File: config.mk
export PLATFORM = sky130hd
export DESIGN_NAME = srlc_top
export DESIGN_NICKNAME = d
export VERILOG_FILES = /design/src/srlc_pkg.sv /design/src/srlc_sync_err_gen.sv /design/src/srlc_top.sv
export VERILOG_INCLUDE_DIRS = /design/src /design/src/src
export SDC_FILE = /design/constraint.sdc
export NUM_CORES = 1
export LEC_CHECK = 0
export BUFFER_PORTS_ARGS = -buffer_cell sky130_fd_sc_hd__buf_2
export CAP_MARGIN = 10
export CELL_PAD_IN_SITES_DETAIL_PLACEMENT = 0
export CELL_PAD_IN_SITES_GLOBAL_PLACEMENT = 1
export CORE_UTILIZATION = 38
export CTS_BUF_LIST = sky130_fd_sc_hd__clkbuf_8
export DETAILED_ROUTE_END_ITERATION = 8
export PLACE_DENSITY_LB_ADDON = 0.1
export SLEW_MARGIN = 10
export SYNTH_ARGS = -nofsm -noshare
export SYNTH_HDL_FRONTEND = slang
export SYNTH_HIERARCHICAL = 1
export SYNTH_SLANG_ARGS = --single-unit
export TNS_END_PERCENT = 1
File: constraint.sdc
create_clock -name I_CLK -period 1.5 [get_ports I_CLK]
set_input_delay 0.15 -clock I_CLK [delete_from_list [all_inputs] [get_ports I_CLK]]
set_output_delay 0.15 -clock I_CLK [all_outputs]
set_load 0.02 [all_outputs]
File: src/srlc_regs.svh
// Register indices, field positions, reset values and timing counts
`ifndef SRLC_REGS_SVH
`define SRLC_REGS_SVH

// ****************************************
// Register indices (byte address is four times the index)
// ****************************************
`define SRLC_IDX_GEN_CTRL     14'h0596
`define SRLC_IDX_SYNC_ERR     14'h0598
`define SRLC_IDX_FIFO_FULL    14'h05ad
`define SRLC_IDX_FIFO_EMPTY   14'h05ae
`define SRLC_IDX_IRQ_STATUS   14'h05bb
`define SRLC_IDX_IRQ_CLEAR    14'h05bc
`define SRLC_IDX_IRQ_ENABLE   14'h05bd
`define SRLC_IDX_SH_THRESH    14'h05be
`define SRLC_IDX_MB_THRESH    14'h05bf

// ****************************************
// Field positions
// ****************************************
`define SRLC_BIT_GEN_RSVD7    7
`define SRLC_BIT_LINK1_MERGE  6
`define SRLC_BIT_LINK0_MERGE  5
`define SRLC_BIT_DUAL_LINK    3
`define SRLC_BIT_INDEP_CTRL   2
`define SRLC_BIT_LINK1_EN     1
`define SRLC_BIT_LINK0_EN     0
`define SRLC_ERR_DUR_MSB      7
`define SRLC_ERR_DUR_LSB      4
`define SRLC_BIT_SH_IRQ       5
`define SRLC_BIT_MB_IRQ       4
`define SRLC_BIT_SH_IRQ_EN    2
`define SRLC_BIT_MB_IRQ_EN    1

// ****************************************
// Reset values and timing
// ****************************************
`define SRLC_RST_BYTE         8'h00
`define SRLC_PCLK_DIV         2

`endif

File: src/srlc_pkg.sv
// Types shared by the receiver link control block
package srlc_pkg;

	// Sync error pulse generator states
	typedef enum logic [0:0] {
		SRLC_GEN_IDLE,
		SRLC_GEN_LOW
	} srlc_gen_state_t;

	typedef logic [7:0] srlc_byte_t;

endpackage : srlc_pkg

File: src/srlc_sync_err_gen.sv
// Sync error report pulse generator, low time in half parallel-clock units
`timescale 1ns/1ps
module srlc_sync_err_gen #(
	parameter int CODE_W = 4
) (
	// Clock and reset
	input  wire logic              i_clk,
	input  wire logic              i_resetn,
	// Control
	input  wire logic              i_pclk_en,
	input  wire logic              i_err,
	input  wire logic [CODE_W-1:0] i_code,
	// Report
	output logic                   o_low
);

	srlc_pkg::srlc_gen_state_t state;
	logic [CODE_W:0]           cnt;
	logic                      pending;
	logic                      start;
	logic [CODE_W:0]           len_cnt;
	logic [CODE_W:0]           len_exp;

	assign start = pending && i_pclk_en && (state == srlc_pkg::SRLC_GEN_IDLE);

	// ****************************************
	// Error capture
	// ****************************************
	always_ff @(posedge i_clk or negedge i_resetn) begin
		if (!i_resetn) begin
			pending <= 1'b0;
		end else if (i_err) begin
			pending <= 1'b1;
		end else if (start) begin
			pending <= 1'b0;
		end
	end

	// ****************************************
	// Low pulse timing
	// ****************************************
	// half plus code cycles
	always_ff @(posedge i_clk or negedge i_resetn) begin
		if (!i_resetn) begin
			state <= srlc_pkg::SRLC_GEN_IDLE;
			cnt   <= '0;
			o_low <= 1'b0;
		end else begin
			case (state)
				srlc_pkg::SRLC_GEN_IDLE: begin
					if (start) begin
						state <= srlc_pkg::SRLC_GEN_LOW;
						cnt   <= {i_code, 1'b1};
						o_low <= 1'b1;
					end
				end
				srlc_pkg::SRLC_GEN_LOW: begin
					if (cnt == {{CODE_W{1'b0}}, 1'b1}) begin
						state <= srlc_pkg::SRLC_GEN_IDLE;
						o_low <= 1'b0;
					end
					cnt <= cnt - {{CODE_W{1'b0}}, 1'b1};
				end
				default: begin
					state <= srlc_pkg::SRLC_GEN_IDLE;
					o_low <= 1'b0;
				end
			endcase
		end
	end

	// ****************************************
	// Checks
	// ****************************************
	always_ff @(posedge i_clk or negedge i_resetn) begin
		if (!i_resetn) begin
			len_cnt <= '0;
			len_exp <= '0;
		end else begin
			if (start) begin
				len_exp <= {i_code, 1'b1};
			end
			len_cnt <= o_low ? len_cnt + {{CODE_W{1'b0}}, 1'b1} : '0;
		end
	end

	a_err_low_width: assert property (@(posedge i_clk) disable iff (!i_resetn)
		$fell(o_low) |-> (len_cnt == len_exp))
		else $error("sync error low time wrong");

endmodule : srlc_sync_err_gen

File: src/srlc_top.sv
// Receiver link control and status registers with APB slave
//
// Behaviour
// Link1 merge drives combined sync on link1
// Link0 merge also drives combined on link1
// Mode bit: clear single, set dual
// Grouping bit: shared or independent link enables
// Enable bit per link, bit1 needs grouping
// Error report low for half plus code
// Software picks duration near half frame
// One duration field for both outputs
// Read per-lane FIFO full flags
// Read per-lane FIFO empty flags
// Sync header status on count over threshold
// Multiblock status on count over threshold
// Sync header interrupt gated by enable
// Multiblock interrupt gated by enable
//
// Register access over APB was left to the implementer.
`timescale 1ns/1ps
`include "srlc_regs.svh"
module srlc_top #(
	parameter int FULL_LANES  = 4,
	parameter int EMPTY_LANES = 8
) (
	// Clock and reset
	input  wire logic                   I_CLK,
	input  wire logic                   I_RESETN,
	// APB slave
	input  wire logic                   I_PSEL,
	input  wire logic                   I_PENABLE,
	input  wire logic                   I_PWRITE,
	input  wire logic [15:0]            I_PADDR,
	input  wire logic [31:0]            I_PWDATA,
	output logic [31:0]                 O_PRDATA,
	output logic                        O_PREADY,
	output logic                        O_PSLVERR,
	// Datapath status
	input  wire logic [1:0]             I_SYNC_REQ,
	input  wire logic [1:0]             I_SYNC_ERR,
	input  wire logic [FULL_LANES-1:0]  I_LANE_FIFO_FULL,
	input  wire logic [EMPTY_LANES-1:0] I_LANE_FIFO_EMPTY,
	input  wire logic                   I_SH_ALIGN_ERR,
	input  wire logic                   I_MB_ALIGN_ERR,
	// Link control
	output logic                        O_PCLK_EN,
	output logic [1:0]                  O_LINK_EN,
	output logic                        O_DUAL_LINK,
	output logic [1:0]                  O_SYNC_N,
	// Interrupt
	output logic                        O_IRQ
);

	// ****************************************
	// Declarations
	// ****************************************
	srlc_pkg::srlc_byte_t gen_ctrl;
	logic [3:0]           sync_error_low_duration;
	logic                 sync_header_error_irq;
	logic                 multiblock_error_irq;
	logic                 sync_header_irq_enable;
	logic                 multiblock_irq_enable;
	srlc_pkg::srlc_byte_t sh_thresh;
	srlc_pkg::srlc_byte_t mb_thresh;
	srlc_pkg::srlc_byte_t sh_count;
	srlc_pkg::srlc_byte_t mb_count;
	logic [13:0]          reg_idx;
	logic                 aligned;
	logic                 mapped;
	logic                 setup_rd;
	logic                 wr_en;
	logic [7:0]           wbyte;
	logic [31:0]          next_prdata;
	logic                 clr_sh;
	logic                 clr_mb;
	logic                 set_sh;
	logic                 set_mb;
	logic [1:0]           div_cnt;
	logic [1:0]           err_low;
	logic [1:0]           link_en;
	logic [1:0]           next_sync_n;
	logic                 first_link_sync_merge;
	logic                 second_link_sync_merge;
	logic                 dual_link_select;
	logic                 independent_link_control;
	logic [1:0]           receiver_link_enables;

	assign first_link_sync_merge    = gen_ctrl[`SRLC_BIT_LINK0_MERGE];
	assign second_link_sync_merge   = gen_ctrl[`SRLC_BIT_LINK1_MERGE];
	assign dual_link_select         = gen_ctrl[`SRLC_BIT_DUAL_LINK];
	assign independent_link_control = gen_ctrl[`SRLC_BIT_INDEP_CTRL];
	assign receiver_link_enables    = gen_ctrl[`SRLC_BIT_LINK1_EN:`SRLC_BIT_LINK0_EN];

	// ****************************************
	// APB decode
	// ****************************************
	assign reg_idx  = I_PADDR[15:2];
	assign aligned  = (I_PADDR[1:0] == 2'h0);
	assign setup_rd = I_PSEL && !I_PENABLE && !I_PWRITE;
	assign wr_en    = I_PSEL && I_PENABLE && I_PWRITE && aligned;
	assign wbyte    = I_PWDATA[7:0];

	always_comb begin
		case (reg_idx)
			`SRLC_IDX_GEN_CTRL,
			`SRLC_IDX_SYNC_ERR,
			`SRLC_IDX_FIFO_FULL,
			`SRLC_IDX_FIFO_EMPTY,
			`SRLC_IDX_IRQ_STATUS,
			`SRLC_IDX_IRQ_CLEAR,
			`SRLC_IDX_IRQ_ENABLE,
			`SRLC_IDX_SH_THRESH,
			`SRLC_IDX_MB_THRESH: mapped = aligned;
			default: mapped = 1'b0;
		endcase
	end

	assign O_PREADY  = 1'b1;
	assign O_PSLVERR = I_PSEL && I_PENABLE && !mapped;

	// ****************************************
	// Read data
	// ****************************************
	always_comb begin
		next_prdata = 32'h0000_0000;
		if (aligned) begin
			case (reg_idx)
				`SRLC_IDX_GEN_CTRL:   next_prdata[7:0] = gen_ctrl;
				`SRLC_IDX_SYNC_ERR:   next_prdata[7:4] = sync_error_low_duration;
				// full flags view
				`SRLC_IDX_FIFO_FULL:  next_prdata[FULL_LANES-1:0] = I_LANE_FIFO_FULL;
				// empty flags view
				`SRLC_IDX_FIFO_EMPTY: next_prdata[EMPTY_LANES-1:0] = I_LANE_FIFO_EMPTY;
				`SRLC_IDX_IRQ_STATUS: begin
					next_prdata[`SRLC_BIT_SH_IRQ]    = sync_header_error_irq;
					next_prdata[`SRLC_BIT_MB_IRQ]    = multiblock_error_irq;
					next_prdata[`SRLC_BIT_SH_IRQ_EN] = sync_header_irq_enable;
					next_prdata[`SRLC_BIT_MB_IRQ_EN] = multiblock_irq_enable;
				end
				`SRLC_IDX_IRQ_ENABLE: begin
					next_prdata[`SRLC_BIT_SH_IRQ] = sync_header_irq_enable;
					next_prdata[`SRLC_BIT_MB_IRQ] = multiblock_irq_enable;
				end
				`SRLC_IDX_SH_THRESH:  next_prdata[7:0] = sh_thresh;
				`SRLC_IDX_MB_THRESH:  next_prdata[7:0] = mb_thresh;
				default:              next_prdata = 32'h0000_0000;
			endcase
		end
	end

	always_ff @(posedge I_CLK or negedge I_RESETN) begin
		if (!I_RESETN) begin
			O_PRDATA <= 32'h0000_0000;
		end else if (setup_rd) begin
			O_PRDATA <= next_prdata;
		end
	end

	// ****************************************
	// Control registers
	// ****************************************
	// mode defaults single
	always_ff @(posedge I_CLK or negedge I_RESETN) begin
		if (!I_RESETN) begin
			gen_ctrl <= `SRLC_RST_BYTE;
		end else if (wr_en && (reg_idx == `SRLC_IDX_GEN_CTRL)) begin
			gen_ctrl <= wbyte & 8'hef;
		end
	end

	// one shared duration
	always_ff @(posedge I_CLK or negedge I_RESETN) begin
		if (!I_RESETN) begin
			sync_error_low_duration <= 4'h0;
		end else if (wr_en && (reg_idx == `SRLC_IDX_SYNC_ERR)) begin
			sync_error_low_duration <= wbyte[`SRLC_ERR_DUR_MSB:`SRLC_ERR_DUR_LSB];
		end
	end

	always_ff @(posedge I_CLK or negedge I_RESETN) begin
		if (!I_RESETN) begin
			sh_thresh <= `SRLC_RST_BYTE;
			mb_thresh <= `SRLC_RST_BYTE;
		end else if (wr_en && (reg_idx == `SRLC_IDX_SH_THRESH)) begin
			sh_thresh <= wbyte;
		end else if (wr_en && (reg_idx == `SRLC_IDX_MB_THRESH)) begin
			mb_thresh <= wbyte;
		end
	end

	always_ff @(posedge I_CLK or negedge I_RESETN) begin
		if (!I_RESETN) begin
			sync_header_irq_enable <= 1'b0;
			multiblock_irq_enable  <= 1'b0;
		end else if (wr_en && (reg_idx == `SRLC_IDX_IRQ_STATUS)) begin
			sync_header_irq_enable <= wbyte[`SRLC_BIT_SH_IRQ_EN];
			multiblock_irq_enable  <= wbyte[`SRLC_BIT_MB_IRQ_EN];
		end else if (wr_en && (reg_idx == `SRLC_IDX_IRQ_ENABLE)) begin
			sync_header_irq_enable <= wbyte[`SRLC_BIT_SH_IRQ];
			multiblock_irq_enable  <= wbyte[`SRLC_BIT_MB_IRQ];
		end
	end

	// ****************************************
	// Alignment error counting and status
	// ****************************************
	assign clr_sh = wr_en && (reg_idx == `SRLC_IDX_IRQ_CLEAR) && wbyte[`SRLC_BIT_SH_IRQ];
	assign clr_mb = wr_en && (reg_idx == `SRLC_IDX_IRQ_CLEAR) && wbyte[`SRLC_BIT_MB_IRQ];
	assign set_sh = (sh_count > sh_thresh) && !clr_sh;
	assign set_mb = (mb_count > mb_thresh) && !clr_mb;

	always_ff @(posedge I_CLK or negedge I_RESETN) begin
		if (!I_RESETN) begin
			sh_count <= `SRLC_RST_BYTE;
			mb_count <= `SRLC_RST_BYTE;
		end else begin
			if (clr_sh) begin
				sh_count <= {7'h00, I_SH_ALIGN_ERR};
			end else if (I_SH_ALIGN_ERR && (sh_count != 8'hff)) begin
				sh_count <= sh_count + 8'h01;
			end
			if (clr_mb) begin
				mb_count <= {7'h00, I_MB_ALIGN_ERR};
			end else if (I_MB_ALIGN_ERR && (mb_count != 8'hff)) begin
				mb_count <= mb_count + 8'h01;
			end
		end
	end

	// sync header status
	always_ff @(posedge I_CLK or negedge I_RESETN) begin
		if (!I_RESETN) begin
			sync_header_error_irq <= 1'b0;
		end else if (set_sh) begin
			sync_header_error_irq <= 1'b1;
		end else if (clr_sh) begin
			sync_header_error_irq <= 1'b0;
		end
	end

	// multiblock status
	always_ff @(posedge I_CLK or negedge I_RESETN) begin
		if (!I_RESETN) begin
			multiblock_error_irq <= 1'b0;
		end else if (set_mb) begin
			multiblock_error_irq <= 1'b1;
		end else if (clr_mb) begin
			multiblock_error_irq <= 1'b0;
		end
	end

	// R14 enable gated interrupt
	assign O_IRQ = (sync_header_error_irq && sync_header_irq_enable)
		|| (multiblock_error_irq && multiblock_irq_enable);

	// ****************************************
	// Parallel clock enable
	// ****************************************
	always_ff @(posedge I_CLK or negedge I_RESETN) begin
		if (!I_RESETN) begin
			div_cnt <= 2'h0;
		end else if (div_cnt == 2'(`SRLC_PCLK_DIV - 1)) begin
			div_cnt <= 2'h0;
		end else begin
			div_cnt <= div_cnt + 2'h1;
		end
	end

	assign O_PCLK_EN = (div_cnt == 2'(`SRLC_PCLK_DIV - 1));

	// ****************************************
	// Link enables and mode
	// ****************************************
	// R5 link enable grouping
	assign link_en[0] = receiver_link_enables[0];
	assign link_en[1] = independent_link_control ? receiver_link_enables[1]
		: receiver_link_enables[0];

	assign O_LINK_EN   = link_en;
	assign O_DUAL_LINK = dual_link_select;

	// ****************************************
	// Sync request outputs
	// ****************************************
	// R8 shared duration generators
	generate
		for (genvar k = 0; k < 2; k++) begin : g_err
			srlc_sync_err_gen #(
				.CODE_W (4)
			) u_gen (
				.i_clk     (I_CLK),
				.i_resetn  (I_RESETN),
				.i_pclk_en (O_PCLK_EN),
				.i_err     (I_SYNC_ERR[k]),
				.i_code    (sync_error_low_duration),
				.o_low     (err_low[k])
			);
		end
	endgenerate

	always_comb begin
		next_sync_n[0] = link_en[0] && !I_SYNC_REQ[0] && !err_low[0];
		// R2 combined link1 output
		if (second_link_sync_merge || first_link_sync_merge) begin
			next_sync_n[1] = link_en[1] && !(I_SYNC_REQ[0] || err_low[0]
				|| I_SYNC_REQ[1] || err_low[1]);
		end else begin
			next_sync_n[1] = link_en[1] && !I_SYNC_REQ[1] && !err_low[1];
		end
	end

	always_ff @(posedge I_CLK or negedge I_RESETN) begin
		if (!I_RESETN) begin
			O_SYNC_N <= 2'h0;
		end else begin
			O_SYNC_N <= next_sync_n;
		end
	end

	// ****************************************
	// Checks
	// ****************************************
	a_link1_merge_out: assert property (@(posedge I_CLK) disable iff (!I_RESETN)
		second_link_sync_merge && link_en[1] |=> O_SYNC_N[1] == !($past(I_SYNC_REQ[0])
			|| $past(err_low[0]) || $past(I_SYNC_REQ[1]) || $past(err_low[1])))
		else $error("link1 merged sync wrong");

	a_link0_merge_out: assert property (@(posedge I_CLK) disable iff (!I_RESETN)
		first_link_sync_merge && link_en[1] && I_SYNC_REQ[0] |=> !O_SYNC_N[1])
		else $error("link0 merge not on link1 output");

	a_mode_reset_single: assert property (@(posedge I_CLK)
		$rose(I_RESETN) |-> !O_DUAL_LINK)
		else $error("mode not single after reset");

	a_link_shared_enable: assert property (@(posedge I_CLK) disable iff (!I_RESETN)
		!independent_link_control |-> (O_LINK_EN[1] == O_LINK_EN[0]))
		else $error("links not enabled together");

	a_link1_own_enable: assert property (@(posedge I_CLK) disable iff (!I_RESETN)
		independent_link_control |-> (O_LINK_EN == receiver_link_enables))
		else $error("independent enable wrong");

	a_shared_duration: assert property (@(posedge I_CLK) disable iff (!I_RESETN)
		I_SYNC_ERR[0] && I_SYNC_ERR[1] && !err_low[0] && !err_low[1]
			&& $stable(sync_error_low_duration) |=> ##[1:4] (err_low[0] == err_low[1]))
		else $error("duration not shared");

	a_fifo_full_view: assert property (@(posedge I_CLK) disable iff (!I_RESETN)
		setup_rd && aligned && (reg_idx == `SRLC_IDX_FIFO_FULL)
			|=> O_PRDATA == {{(32-FULL_LANES){1'b0}}, $past(I_LANE_FIFO_FULL)})
		else $error("full flags read wrong");

	a_fifo_empty_view: assert property (@(posedge I_CLK) disable iff (!I_RESETN)
		setup_rd && aligned && (reg_idx == `SRLC_IDX_FIFO_EMPTY)
			|=> O_PRDATA == {{(32-EMPTY_LANES){1'b0}}, $past(I_LANE_FIFO_EMPTY)})
		else $error("empty flags read wrong");

	a_sh_status_set: assert property (@(posedge I_CLK) disable iff (!I_RESETN)
		(sh_count > sh_thresh) && !clr_sh |=> sync_header_error_irq)
		else $error("sync header status not set");

	a_mb_status_set: assert property (@(posedge I_CLK) disable iff (!I_RESETN)
		(mb_count > mb_thresh) && !clr_mb |=> multiblock_error_irq)
		else $error("multiblock status not set");

	a_sh_irq_gate: assert property (@(posedge I_CLK) disable iff (!I_RESETN)
		!multiblock_error_irq |-> (O_IRQ == (sync_header_error_irq && sync_header_irq_enable)))
		else $error("sync header interrupt gating wrong");

	a_mb_irq_gate: assert property (@(posedge I_CLK) disable iff (!I_RESETN)
		!sync_header_error_irq |-> (O_IRQ == (multiblock_error_irq && multiblock_irq_enable)))
		else $error("multiblock interrupt gating wrong");

endmodule : srlc_top

==> results.py, run 1 <==
metrics = {
    "run_status": {
        "violations": "negative setup slack",
        "outcome": "complete, but fails checks",
    },
    "power_and_ir_drop": {
        "clock_power_share": 0.260,
        "p_comb_frac": 0.300,
        "p_leak_uw": 0.00286,
        "p_sw_frac": 0.353,
        "power_density_mw_per_mm2": 1090,
        "share_seq_of_total_power": 0.440,
        "intPower_uw": 4200,
        "switchingPower_uw": 2280,
        "ir_worst_vdd_v": 0.000645,
    },
    "cts": {
        "clkTransAtPathRegs_ns": 0.08,
        "clockBufferDepth": 2,
        "cts.htree.levels": 3,
        "cts_tree": "yes",
        "cts_buffers": 9,
        "clock_sinks": 75,
        "cts_root_buf": "clkbuf_8",
        "clk_latency_ns": 0.38,
    },
    "routing": {
        "post_drt_wl_per_cell_um": 16.8,
        "drc": 0,
        "firstDrtPassIters": 5,
        "wirelength_um": 12800,
        "vias": 3977,
        "vias_per_cell": 5.21,
        "postRouteAntennaNets": 0,
        "drt_iter0_drc": 158,
    },
    "timing": {
        "rsz0062_at_grt": "true",
        "hold_viol_final": 0,
        "finalMaxSlewViolations": 0,
        "fin_setup_tns_ns": -0.114,
        "max_slew_margin": 0.618,
        "worst_slack_ns": -0.114,
        "final.setup_skew_ns": 0.00593,
        "fin_crit_sh": 1.08,
        "finalSetupViolations": 1,
        "tightest_slew_ns": 0.573,
        "min_period_ns": 1.61,
        "fmax_ghz": 0.620,
    },
    "yosys": {
        "syn_inst": 479,
        "ys_types": 63,
        "yosys-top-cells-count": "dfrtp_1 (75), nand2_1 (40), inv_1 (34)",
        "yosysWarnings": 6,
        "yosysTopAreaCellShare": 0.405,
        "synth_area_mm2": 0.00464,
        "synth_seq_cells": 75,
        "synth-edff-count": 0,
        "yosysMostFrequentCell": "dfrtp_1",
        "synthFlopType": "dfrtp_1",
        "avgSynthCellArea_um2": 9.69,
        "async_flop_share": 1.00,
        "synth_top_cell_by_area": "dfrtp_1",
        "seq_area_frac_synth": 0.405,
        "synth.area.top_cells": "dfrtp_1 (40%), ha_1 (5.9%), buf_4 (4.4%), mux2_2 (4.4%), nand2_1 (3.2%)",
    },
    "global_routing": {
        "grt_pass1_wl_um": 21400,
        "antenna_found_initial": 0,
        "track_usage": 0.220,
        "grt_pass1_vias": 4085,
        "grt_max_degree": 40,
        "gr-total-overflow": 0,
    },
    "setup_path": {
        "arrival_ns": 1.46,
        "worstPathCellList": "buf_8, and3_4, a311oi_2, o221ai_2, a31o_2, a31oi_1, buf_4",
        "end_kind": "primary output",
        "cp.required_ns": 1.35,
        "start_kind": "primary input",
        "max_stage_delay_ns": 0.31,
        "critical_path_class": "primary input to primary output",
        "critPathTopFamily": "compound AO/OA/AOI/OAI gates",
        "cp_num_buf_inv": 2,
        "crit_slowest_cell": "a311oi_2",
        "cp_max_fo": 5,
    },
    "die": {
        "io_pins": 112,
        "fp.dieW_um": 112,
        "start_util": 0.398,
        "coreArea_mm2": 0.0117,
        "std_cell_rows": 39,
        "die_y_um": 112,
        "die_area_mm2": 0.0127,
    },
    "place": {
        "hpwl_um": 10100,
        "place.port_buffers": 62,
        "gp_congestion": 0.894,
        "dpl_worst_slack_ns": -0.374,
    },
    "finish": {
        "n_antenna_cell": 0,
        "area_delta_synth_final_pct": 28.6,
        "regArea_mm2": 0.00188,
        "drive_gt1_frac": 0.332,
        "fill_cells": 1121,
        "final_nets": 708,
        "multi_input_area_mm2": 0.00258,
    },
    "run": {
        "drv_cap": 0,
    },
    "worst_hold_path": {
        "min_path_type": "primary input to register",
    },
}
[final timing paths]
| path | startpoint | end | slack (ns) | cells past startpoint |
|---|---|---|---|---|
| min reg2reg | div_cnt[0] | div_cnt[1] | 0.43 | 1 |
| min | I_PWDATA[3] | mb_thresh[3] | 0.05 | 3 |
| max in group asynchronous | I_RESETN | sh_thresh[2] | 0.63 | 3 |
| max | I_PADDR[7] | O_PSLVERR | -0.11 | 7 |
| max reg2reg | mb_count[0] | multiblock_error_irq | 0 | 8 |
| min in group asynchronous | I_RESETN | O_PRDATA[4] | 0.30 | 2 |
[logic make-up (layout without fill, tap and decap cells)]
logic type / count (synthesis) / count (layout) / synth area share
muxes: 28 / 28 / 0.0663
other: 2 / 25 / 0.00162
adders and majority gates: 22 / 22 / 0.0593
buffers and inverters: 74 / 192 / 0.0852
DFF: 75 / 75 / 0.405
AOI/OAI and AO/OA: 101 / 101 / 0.145
and+or+nand+nor: 157 / 157 / 0.200
xor gates and xnor gates: 20 / 20 / 0.0378
[power by group through the flow]
stage	Sequential [µW]	Clock (µW)	Combinational [µW]
6_report	2850	1680	1950
5_1_grt	2920	1830	2240
4_1_cts	2830	1730	1920
3_5_place_dp	2860	0	1870
3_3_place_gp	2850	0	1810
2_1_floorplan	2760	0	1280
[cell usage in the layout (no fill, tap or decap), types with 4 or more instances in the layout]
cell / synthesis / final
and2_1: 6 / 6
a31oi_1: 4 / 4
inv_1: 34 / 34
nor3_1: 10 / 8
xnor2_1: 14 / 14
dfrtp_1: 75 / 74
dlygate4sd3_1: 0 / 5
and3_1: 12 / 10
o21ai_0: 15 / 15
a22o_1: 4 / 4
o32a_1: 4 / 4
xor2_1: 6 / 6
a211oi_1: 10 / 10
a21oi_1: 25 / 25
nand3_1: 12 / 10
nor2_1: 26 / 24
nand4_1: 13 / 13
o22ai_1: 6 / 6
nand2_1: 40 / 39
nor3b_1: 7 / 5
ha_1: 22 / 20
o21ai_1: 5 / 4
conb_1: 2 / 25
mux2_2: 18 / 18
mux2i_1: 9 / 9
buf_2: 7 / 56
nor2b_1: 5 / 4
clkbuf_8: 0 / 9
buf_4: 27 / 74
[worst reg2reg max path, stage by stage (launching register included)]
cell and delay (ns):
dfrtp_1 0.43, buf_4 0.16, inv_1 0.04, ha_1 0.17, nor2b_1 0.11, o211ai_1 0.09
a21oi_1 0.14, o22ai_1 0.10, a21oi_1 0.18
[flip-flops by register name, summed over array words and instances (netlist names)]
name,cells
O_PRDATA,8
O_SYNC_N,2
div_cnt,2
g_err.u_gen/cnt,10
g_err.u_gen/o_low,2
g_err.u_gen/pending,2
g_err.u_gen/state,2
gen_ctrl,7
mb_count,8
mb_thresh,8
multiblock_error_irq,1
multiblock_irq_enable,1
sh_count,8
sh_thresh,8
sync_error_low_duration,4
sync_header_error_irq,1
sync_header_irq_enable,1
[layout make-up]
type | count | area share
Sequential cell | 75 | 0.315
Timing Repair Buffer | 142 | 0.167
Clock inverter | 7 | 0.0143
Tap cell | 143 | 0.0300
Inverter | 34 | 0.0214
Multi-Input combinational cell | 353 | 0.432
Clock buffer | 9 | 0.0208
[metrics by stage]
| stage | std cells | util | power (µW) | hold WS [ns] | area, µm² |
|---|---|---|---|---|---|
| 3_5_place_dp | 739 | 0.474 | 4730 | 0.178 | 5530 |
| 3_3_place_gp | 739 | 0.474 | 4660 | 0.178 | 5530 |
| 4_1_cts | 762 | 0.505 | 6470 | 0.0303 | 5890 |
| 2_1_floorplan | 502 | - | 4040 | -0.146 | 4730 |
| 6_report | 763 | 0.512 | 6480 | 0.0514 | 5970 |
| 5_1_grt | 763 | 0.512 | 6990 | 0.0704 | 5970 |
[metal layers]
layer,wire (µm),part of all wire,global-route usage
met1,6250,0.49,0.303
met2,6010,0.47,0.357
met3,399,0.031,0.0324
met4,182,0.014,0.0702
met5,0,0,0
[timing repair]
item	4_1_cts	5_1_grt
endpoints found under the setup margin	8	30
resized for setup	21	16
hold buffers	5	0
buffers inserted	2	1
hold endpoints to repair	38	0
pin swaps	4	7
No activity file was read; power rests on OpenSTA's default activity.
==> run 2: changes to the inputs <==
--- a/config.mk
+++ b/config.mk
@@ -13,6 +13,7 @@
 export CORE_UTILIZATION = 38
 export CTS_BUF_LIST = sky130_fd_sc_hd__clkbuf_8
 export DETAILED_ROUTE_END_ITERATION = 8
+export GPL_TIMING_DRIVEN = 0
 export PLACE_DENSITY_LB_ADDON = 0.1
 export SLEW_MARGIN = 10
 export SYNTH_ARGS = -nofsm -noshare
==> run 2 against run 1 <==
  * The flow still finishes with violations (negative setup slack)
  * Register-to-register slack is essentially flat
  * Largest cell class unchanged
  * Global-route usage shrank 1.8 points
  * Clock-buffer cell count grew 1
  * Worst hold slack gained 0.022 ns
  * Sequential share of layout area grew 0.68 points
  * Routed wire length shrank 4.2%
  * Flip-flop and latch count is the same
  * Final area shrank 2.0%
  * Clock power shrank 18%
  * Critical path type is now primary input to register
  * Maximum frequency grew 1.6%
  * Total power shrank 6.2%
==> results.py, run 2 (synthesis results as in run 1) <==
metrics = {
    "cts": {
        "cts_buffers": 9,
        "cts_root_buf": "clkbuf_8",
        "clock_sinks": 75,
        "cts_tree": "yes",
        "clockBufferDepth": 2,
        "cts.htree.levels": 3,
        "clkTransAtPathRegs_ns": 0.08,
        "clk_latency_ns": 0.35,
    },
    "die": {
        "start_util": 0.398,
        "io_pins": 112,
        "coreArea_mm2": 0.0117,
        "die_area_mm2": 0.0127,
        "die_y_um": 112,
        "std_cell_rows": 39,
        "fp.dieW_um": 112,
    },
    "finish": {
        "utilization": 0.501,
        "largest_reg_flops": 10,
        "layout_commonest_cell": "dfrtp_1",
        "drive_gt1_frac": 0.316,
        "n_antenna_cell": 0,
        "area_delta_synth_final_pct": 26.0,
        "largest-register": "g_err.u_gen/cnt",
        "final_nets": 687,
        "final_cell_mix": "dfrtp_1 (72), buf_2 (58), buf_4 (45), nand2_1 (40), inv_1 (36)",
    },
    "global_routing": {
        "track_usage": 0.202,
        "grt_pass1_vias": 3785,
        "grt_max_degree": 53,
        "antenna_found_initial": 0,
        "gr-total-overflow": 0,
        "grt_pass1_wl_um": 19700,
    },
    "setup_path": {
        "cp_num_buf_inv": 1,
        "reg2reg_to": "O_PRDATA[4]",
        "worstPathCellList": "buf_6, nand4bb_4, or3_4, nor4_4, and2_4, mux2_4",
        "start_kind": "primary input",
        "critical_path_class": "primary input to register",
        "cp.depth": 6,
        "cp_max_fo": 2,
        "regToRegSetupSlack_ns": -0.01,
        "max_stage_delay_ns": 0.44,
        "ff2ff_path_depth": 5,
        "crit_slowest_cell": "or3_4",
        "arrival_ns": 1.83,
        "worstReg2RegStart": "multiblock_error_irq",
        "end_kind": "register",
        "critPathTopFamily": "simple AND/OR/NAND/NOR gates",
        "cp.required_ns": 1.74,
    },
    "routing": {
        "post_drt_wl_per_cell_um": 16.6,
        "vias_per_cell": 5.29,
        "postRouteAntennaNets": 0,
        "wirelength_um": 12300,
        "drt_iter0_drc": 162,
        "vias": 3925,
        "firstDrtPassIters": 5,
        "drc": 0,
    },
    "place": {
        "hpwl_um": 9180,
        "gp_congestion": 0.902,
        "place.port_buffers": 60,
    },
    "timing": {
        "whs_ns": 0.0730,
        "rsz0062_at_grt": "true",
        "fin_crit_sh": 1.06,
        "worst_slack_ns": -0.0884,
        "hold_viol_final": 0,
        "final.setup_skew_ns": 0.00940,
        "min_period_ns": 1.59,
        "fmax_ghz": 0.630,
        "finalMaxSlewViolations": 0,
        "finalSetupViolations": 11,
    },
    "power_and_ir_drop": {
        "p_leak_uw": 0.00278,
        "power_density_mw_per_mm2": 1040,
        "ir_worst_vdd_v": 0.000753,
    },
    "run_status": {
        "outcome": "complete, but fails checks",
        "violations": "negative setup slack",
    },
    "run": {
        "drv_cap": 0,
    },
    "worst_hold_path": {
        "min_to": "mb_thresh[3]",
        "hold_depth": 3,
        "min_path_type": "primary input to register",
        "holdCritStartpoint": "I_PWDATA[3]",
    },
}
run 2: tightest hold or removal path, delay by kind of cell:
family	cells	cell delay, ns
AO/OA/AOI/OAI	1	0.06
AND/OR/NAND/NOR	1	0.05
buffers and inverters	1	0.12
run 2: area by class of cell:
type | count | area (µm²)
buffer | 38 | 293
clock buffer | 10 | 138
clock inverter | 6 | 33.8
fill | 1102 | 5820
inverter | 34 | 128
multi-input combinational | 353 | 2650
sequential | 75 | 1880
tap | 143 | 179
timing repair buffer | 83 | 546
run 2: stage by stage:
step	cells	total power [µW]	TNS, ns	instance area (µm²)	setup WS (ns)
after detailed placement	706	4540	-29.13	5240	-0.766
final	742	6080	-0.273	5850	-0.0884
after global placement	705	4460	-48.80	5200	-0.739
after global routing	742	6530	-1.28	5850	-0.0909
after floorplan	502	4040	-5.84	4730	-0.248
after CTS	739	6010	-1.14	5720	-0.114
run 2: worst max-delay path by stage:
stage,start,end,slack [ns]
2_1_floorplan,I_PADDR[15],mb_count[0],-0.25
3_3_place_gp,I_PADDR[1],mb_thresh[4],-0.74
3_5_place_dp,I_PADDR[1],mb_thresh[6],-0.77
4_1_cts,I_PADDR[14],mb_count[0],-0.11
5_1_grt,sh_thresh[1],sync_header_error_irq,-0.09
6_report,I_PADDR[13],mb_count[0],-0.09
run 2: power by group:
group,switching [µW],total [µW],internal (µW)
Clock,753,1380,631
Combinational,912,1820,909
Sequential,477,2870,2400
run 2: layer usage:
| layer | GRT usage | part of all wire |
|---|---|---|
| met5 | 0 | 0 |
| met4 | 0.0604 | 0.013 |
| met3 | 0.0448 | 0.050 |
| met2 | 0.320 | 0.46 |
| met1 | 0.278 | 0.48 |
run 2: repair_timing:
| action | in CTS | in global routing |
|---|---|---|
| pin swaps | 12 | 14 |
| hold buffers | 5 | 0 |
| setup buffers | 12 | 5 |
| gates resized for setup | 40 | 29 |
| endpoints found under the hold margin | 27 | 0 |
| endpoints found under the setup margin | 60 | 52 |
==> run 3: changes to the inputs <==
--- a/config.mk
+++ b/config.mk
@@ -14,7 +14,7 @@
 export CTS_BUF_LIST = sky130_fd_sc_hd__clkbuf_8
 export DETAILED_ROUTE_END_ITERATION = 8
 export GPL_TIMING_DRIVEN = 0
-export PLACE_DENSITY_LB_ADDON = 0.1
+export PLACE_DENSITY_LB_ADDON = 0.12
 export SLEW_MARGIN = 10
 export SYNTH_ARGS = -nofsm -noshare
 export SYNTH_HDL_FRONTEND = slang
==> run 3 against run 2 <==
  * The run still ends with negative setup slack left
  * Critical path type unchanged
  * Combinational power shrank 3%
  * Final area up 0.56%
  * Maximum frequency is 2.9% lower
  * Register-to-register slack about the same
  * First-iteration DRC count rose by 20%
  * Critical path depth up 1
  * Final cell count fell by 0.81%
  * Die area unchanged
  * Critical endpoint unchanged
  * Core utilization grew 0.28 points
  * Sequential share of layout area is 0.18 points lower
==> results.py, run 3 (synthesis results as in run 1) <==
metrics = {
    "run_status": {
        "outcome": "complete, but fails checks",
        "violations": "negative setup slack",
    },
    "finish": {
        "drive_gt1_frac": 0.312,
        "largest-register": "g_err.u_gen/cnt",
        "final_cell_mix": "dfrtp_1 (72), buf_2 (56), nand2_1 (38), buf_4 (37), inv_1 (34)",
        "final_nets": 681,
        "largest_reg_flops": 10,
        "fill_cells": 1119,
        "area_delta_synth_final_pct": 26.7,
        "regArea_mm2": 0.00188,
        "layout_commonest_cell": "dfrtp_1",
        "n_antenna_cell": 0,
        "multi_input_area_mm2": 0.00265,
    },
    "setup_path": {
        "cp.required_ns": 1.74,
        "end_kind": "register",
        "crit_slowest_cell": "or3_4",
        "reg2reg_to": "O_PRDATA[4]",
        "cp_num_buf_inv": 2,
        "start_kind": "primary input",
        "ff2ff_path_depth": 5,
        "regToRegSetupSlack_ns": 0,
        "max_stage_delay_ns": 0.45,
        "worstPathCellList": "buf_6, nand4b_4, or3_4, nor4_4, and2_1, buf_6, mux2_4",
        "cp.depth": 7,
        "arrival_ns": 1.88,
        "cp_max_fo": 5,
        "worstReg2RegStart": "multiblock_error_irq",
        "critical_path_class": "primary input to register",
        "crit_top_cell": "buf_6",
        "critPathTopFamily": "simple AND/OR/NAND/NOR gates",
    },
    "cts": {
        "clk_latency_ns": 0.35,
        "cts_root_buf": "clkbuf_8",
        "clkTransAtPathRegs_ns": 0.08,
        "clockBufferDepth": 2,
        "clock_sinks": 75,
        "cts_tree": "yes",
        "cts.htree.levels": 3,
        "cts_buffers": 9,
    },
    "die": {
        "die_y_um": 112,
        "coreArea_mm2": 0.0117,
        "start_util": 0.398,
        "io_pins": 112,
        "die_area_mm2": 0.0127,
        "fp.dieW_um": 112,
        "std_cell_rows": 39,
    },
    "routing": {
        "postRouteAntennaNets": 0,
        "wirelength_um": 12200,
        "drc": 0,
        "post_drt_wl_per_cell_um": 16.6,
        "vias_per_cell": 5.31,
        "vias": 3906,
        "drt_iter0_drc": 195,
        "firstDrtPassIters": 4,
    },
    "power_and_ir_drop": {
        "finalPower_uw": 6380,
        "p_leak_uw": 0.00277,
        "ir_worst_vdd_v": 0.000688,
        "power_density_mw_per_mm2": 1090,
    },
    "worst_hold_path": {
        "hold_depth": 3,
        "holdCritStartpoint": "I_PWDATA[3]",
        "min_to": "mb_thresh[3]",
        "min_path_type": "primary input to register",
    },
    "global_routing": {
        "grt_max_degree": 62,
        "antenna_found_initial": 0,
        "grt_pass1_vias": 3884,
        "track_usage": 0.206,
        "gr-total-overflow": 0,
        "grt_pass1_wl_um": 20100,
    },
    "place": {
        "hpwl_um": 9210,
        "gp_congestion": 0.867,
        "place.port_buffers": 60,
    },
    "timing": {
        "tightest_slew_ns": 0.646,
        "finalSetupViolations": 20,
        "final.setup_skew_ns": 0.00902,
        "finalMaxSlewViolations": 0,
        "hold_viol_final": 0,
        "max_slew_margin": 0.566,
        "min_period_ns": 1.64,
        "fin_crit_sh": 1.09,
        "rsz0062_at_grt": "true",
        "fmax_ghz": 0.611,
        "fin_setup_tns_ns": -0.705,
        "worst_slack_ns": -0.135,
    },
    "run": {
        "drv_cap": 0,
    },
}
[run 3: cell types whose count changed in the layout (fill, tap and decap cells not counted), moves of 2 or more]
cell / before / now
buf_6: 7 / 9
nand2_2: 0 / 2
bufinv_16: 0 / 2
nand2_1: 40 / 38
buf_4: 45 / 37
mux2_2: 18 / 10
mux2_4: 1 / 9
buf_2: 58 / 56
inv_1: 36 / 34
[run 3: report_power, final]
group / internal [µW] / switching, µW / total [µW] / leakage [µW]
logic: 872 / 891 / 1760 / 0.00176
registers: 2390 / 472 / 2870 / 0.000900
clock network: 985 / 771 / 1760 / 0.000117
total: 4250 / 2130 / 6380 / 0.00277
[run 3: per-layer routing]
metal	GRT usage	wire (µm)	part of all wire	up-vias
li1	-	-	-	1911
met2	0.345	5860	0.48	94
met4	0.0462	53	0.0043	0
met1	0.280	5840	0.48	1896
met5	0	0	0	-
met3	0.0356	448	0.037	5
[run 3: metrics by stage]
step | cell area, µm² | hold WS (ns) | std cells | util | setup slack (ns)
final | 5880 | 0.0770 | 736 | 0.504 | -0.135
after global routing | 5880 | 0.0529 | 736 | 0.504 | -0.139
after CTS | 5790 | 0.0539 | 735 | 0.496 | -0.152
after detailed placement | 5240 | 0.0290 | 706 | 0.449 | -0.762
after global placement | 5200 | 0.314 | 705 | 0.446 | -0.752
after floorplan | 4730 | -0.146 | 502 | - | -0.248
[run 3: worst max-delay path by stage]
| stage | startpoint | end | slack [ns] |
|---|---|---|---|
| 2_1_floorplan | I_PADDR[15] | mb_count[0] | -0.25 |
| 3_3_place_gp | I_PADDR[1] | mb_thresh[4] | -0.75 |
| 3_5_place_dp | I_PADDR[1] | mb_thresh[6] | -0.76 |
| 4_1_cts | I_PADDR[5] | O_PSLVERR | -0.15 |
| 5_1_grt | I_PADDR[8] | mb_count[0] | -0.14 |
| 6_report | I_PADDR[8] | mb_count[0] | -0.14 |
[run 3: area by class of cell]
cell class / count / area share
multi-input combinational: 353 / 0.451
sequential: 75 / 0.320
timing repair buffer: 75 / 0.0836
buffer: 40 / 0.0551
tap: 143 / 0.0304
clock buffer: 10 / 0.0234
inverter: 34 / 0.0217
clock inverter: 6 / 0.0149
[run 3: worst register-to-register path: stages (launching register included)]
cell     delay, ns
dfrtp_1       0.41
and3b_1       0.17
a31oi_1       0.14
o22ai_1       0.12
a221o_1       0.31
a32o_1        0.25
[run 3: repair_timing]
item	in CTS	in global routing
hold endpoints to repair	79	0
resized for setup	53	24
setup buffers	8	1
pin swaps	9	10
hold buffers	5	0
endpoints found under the setup margin	56	45
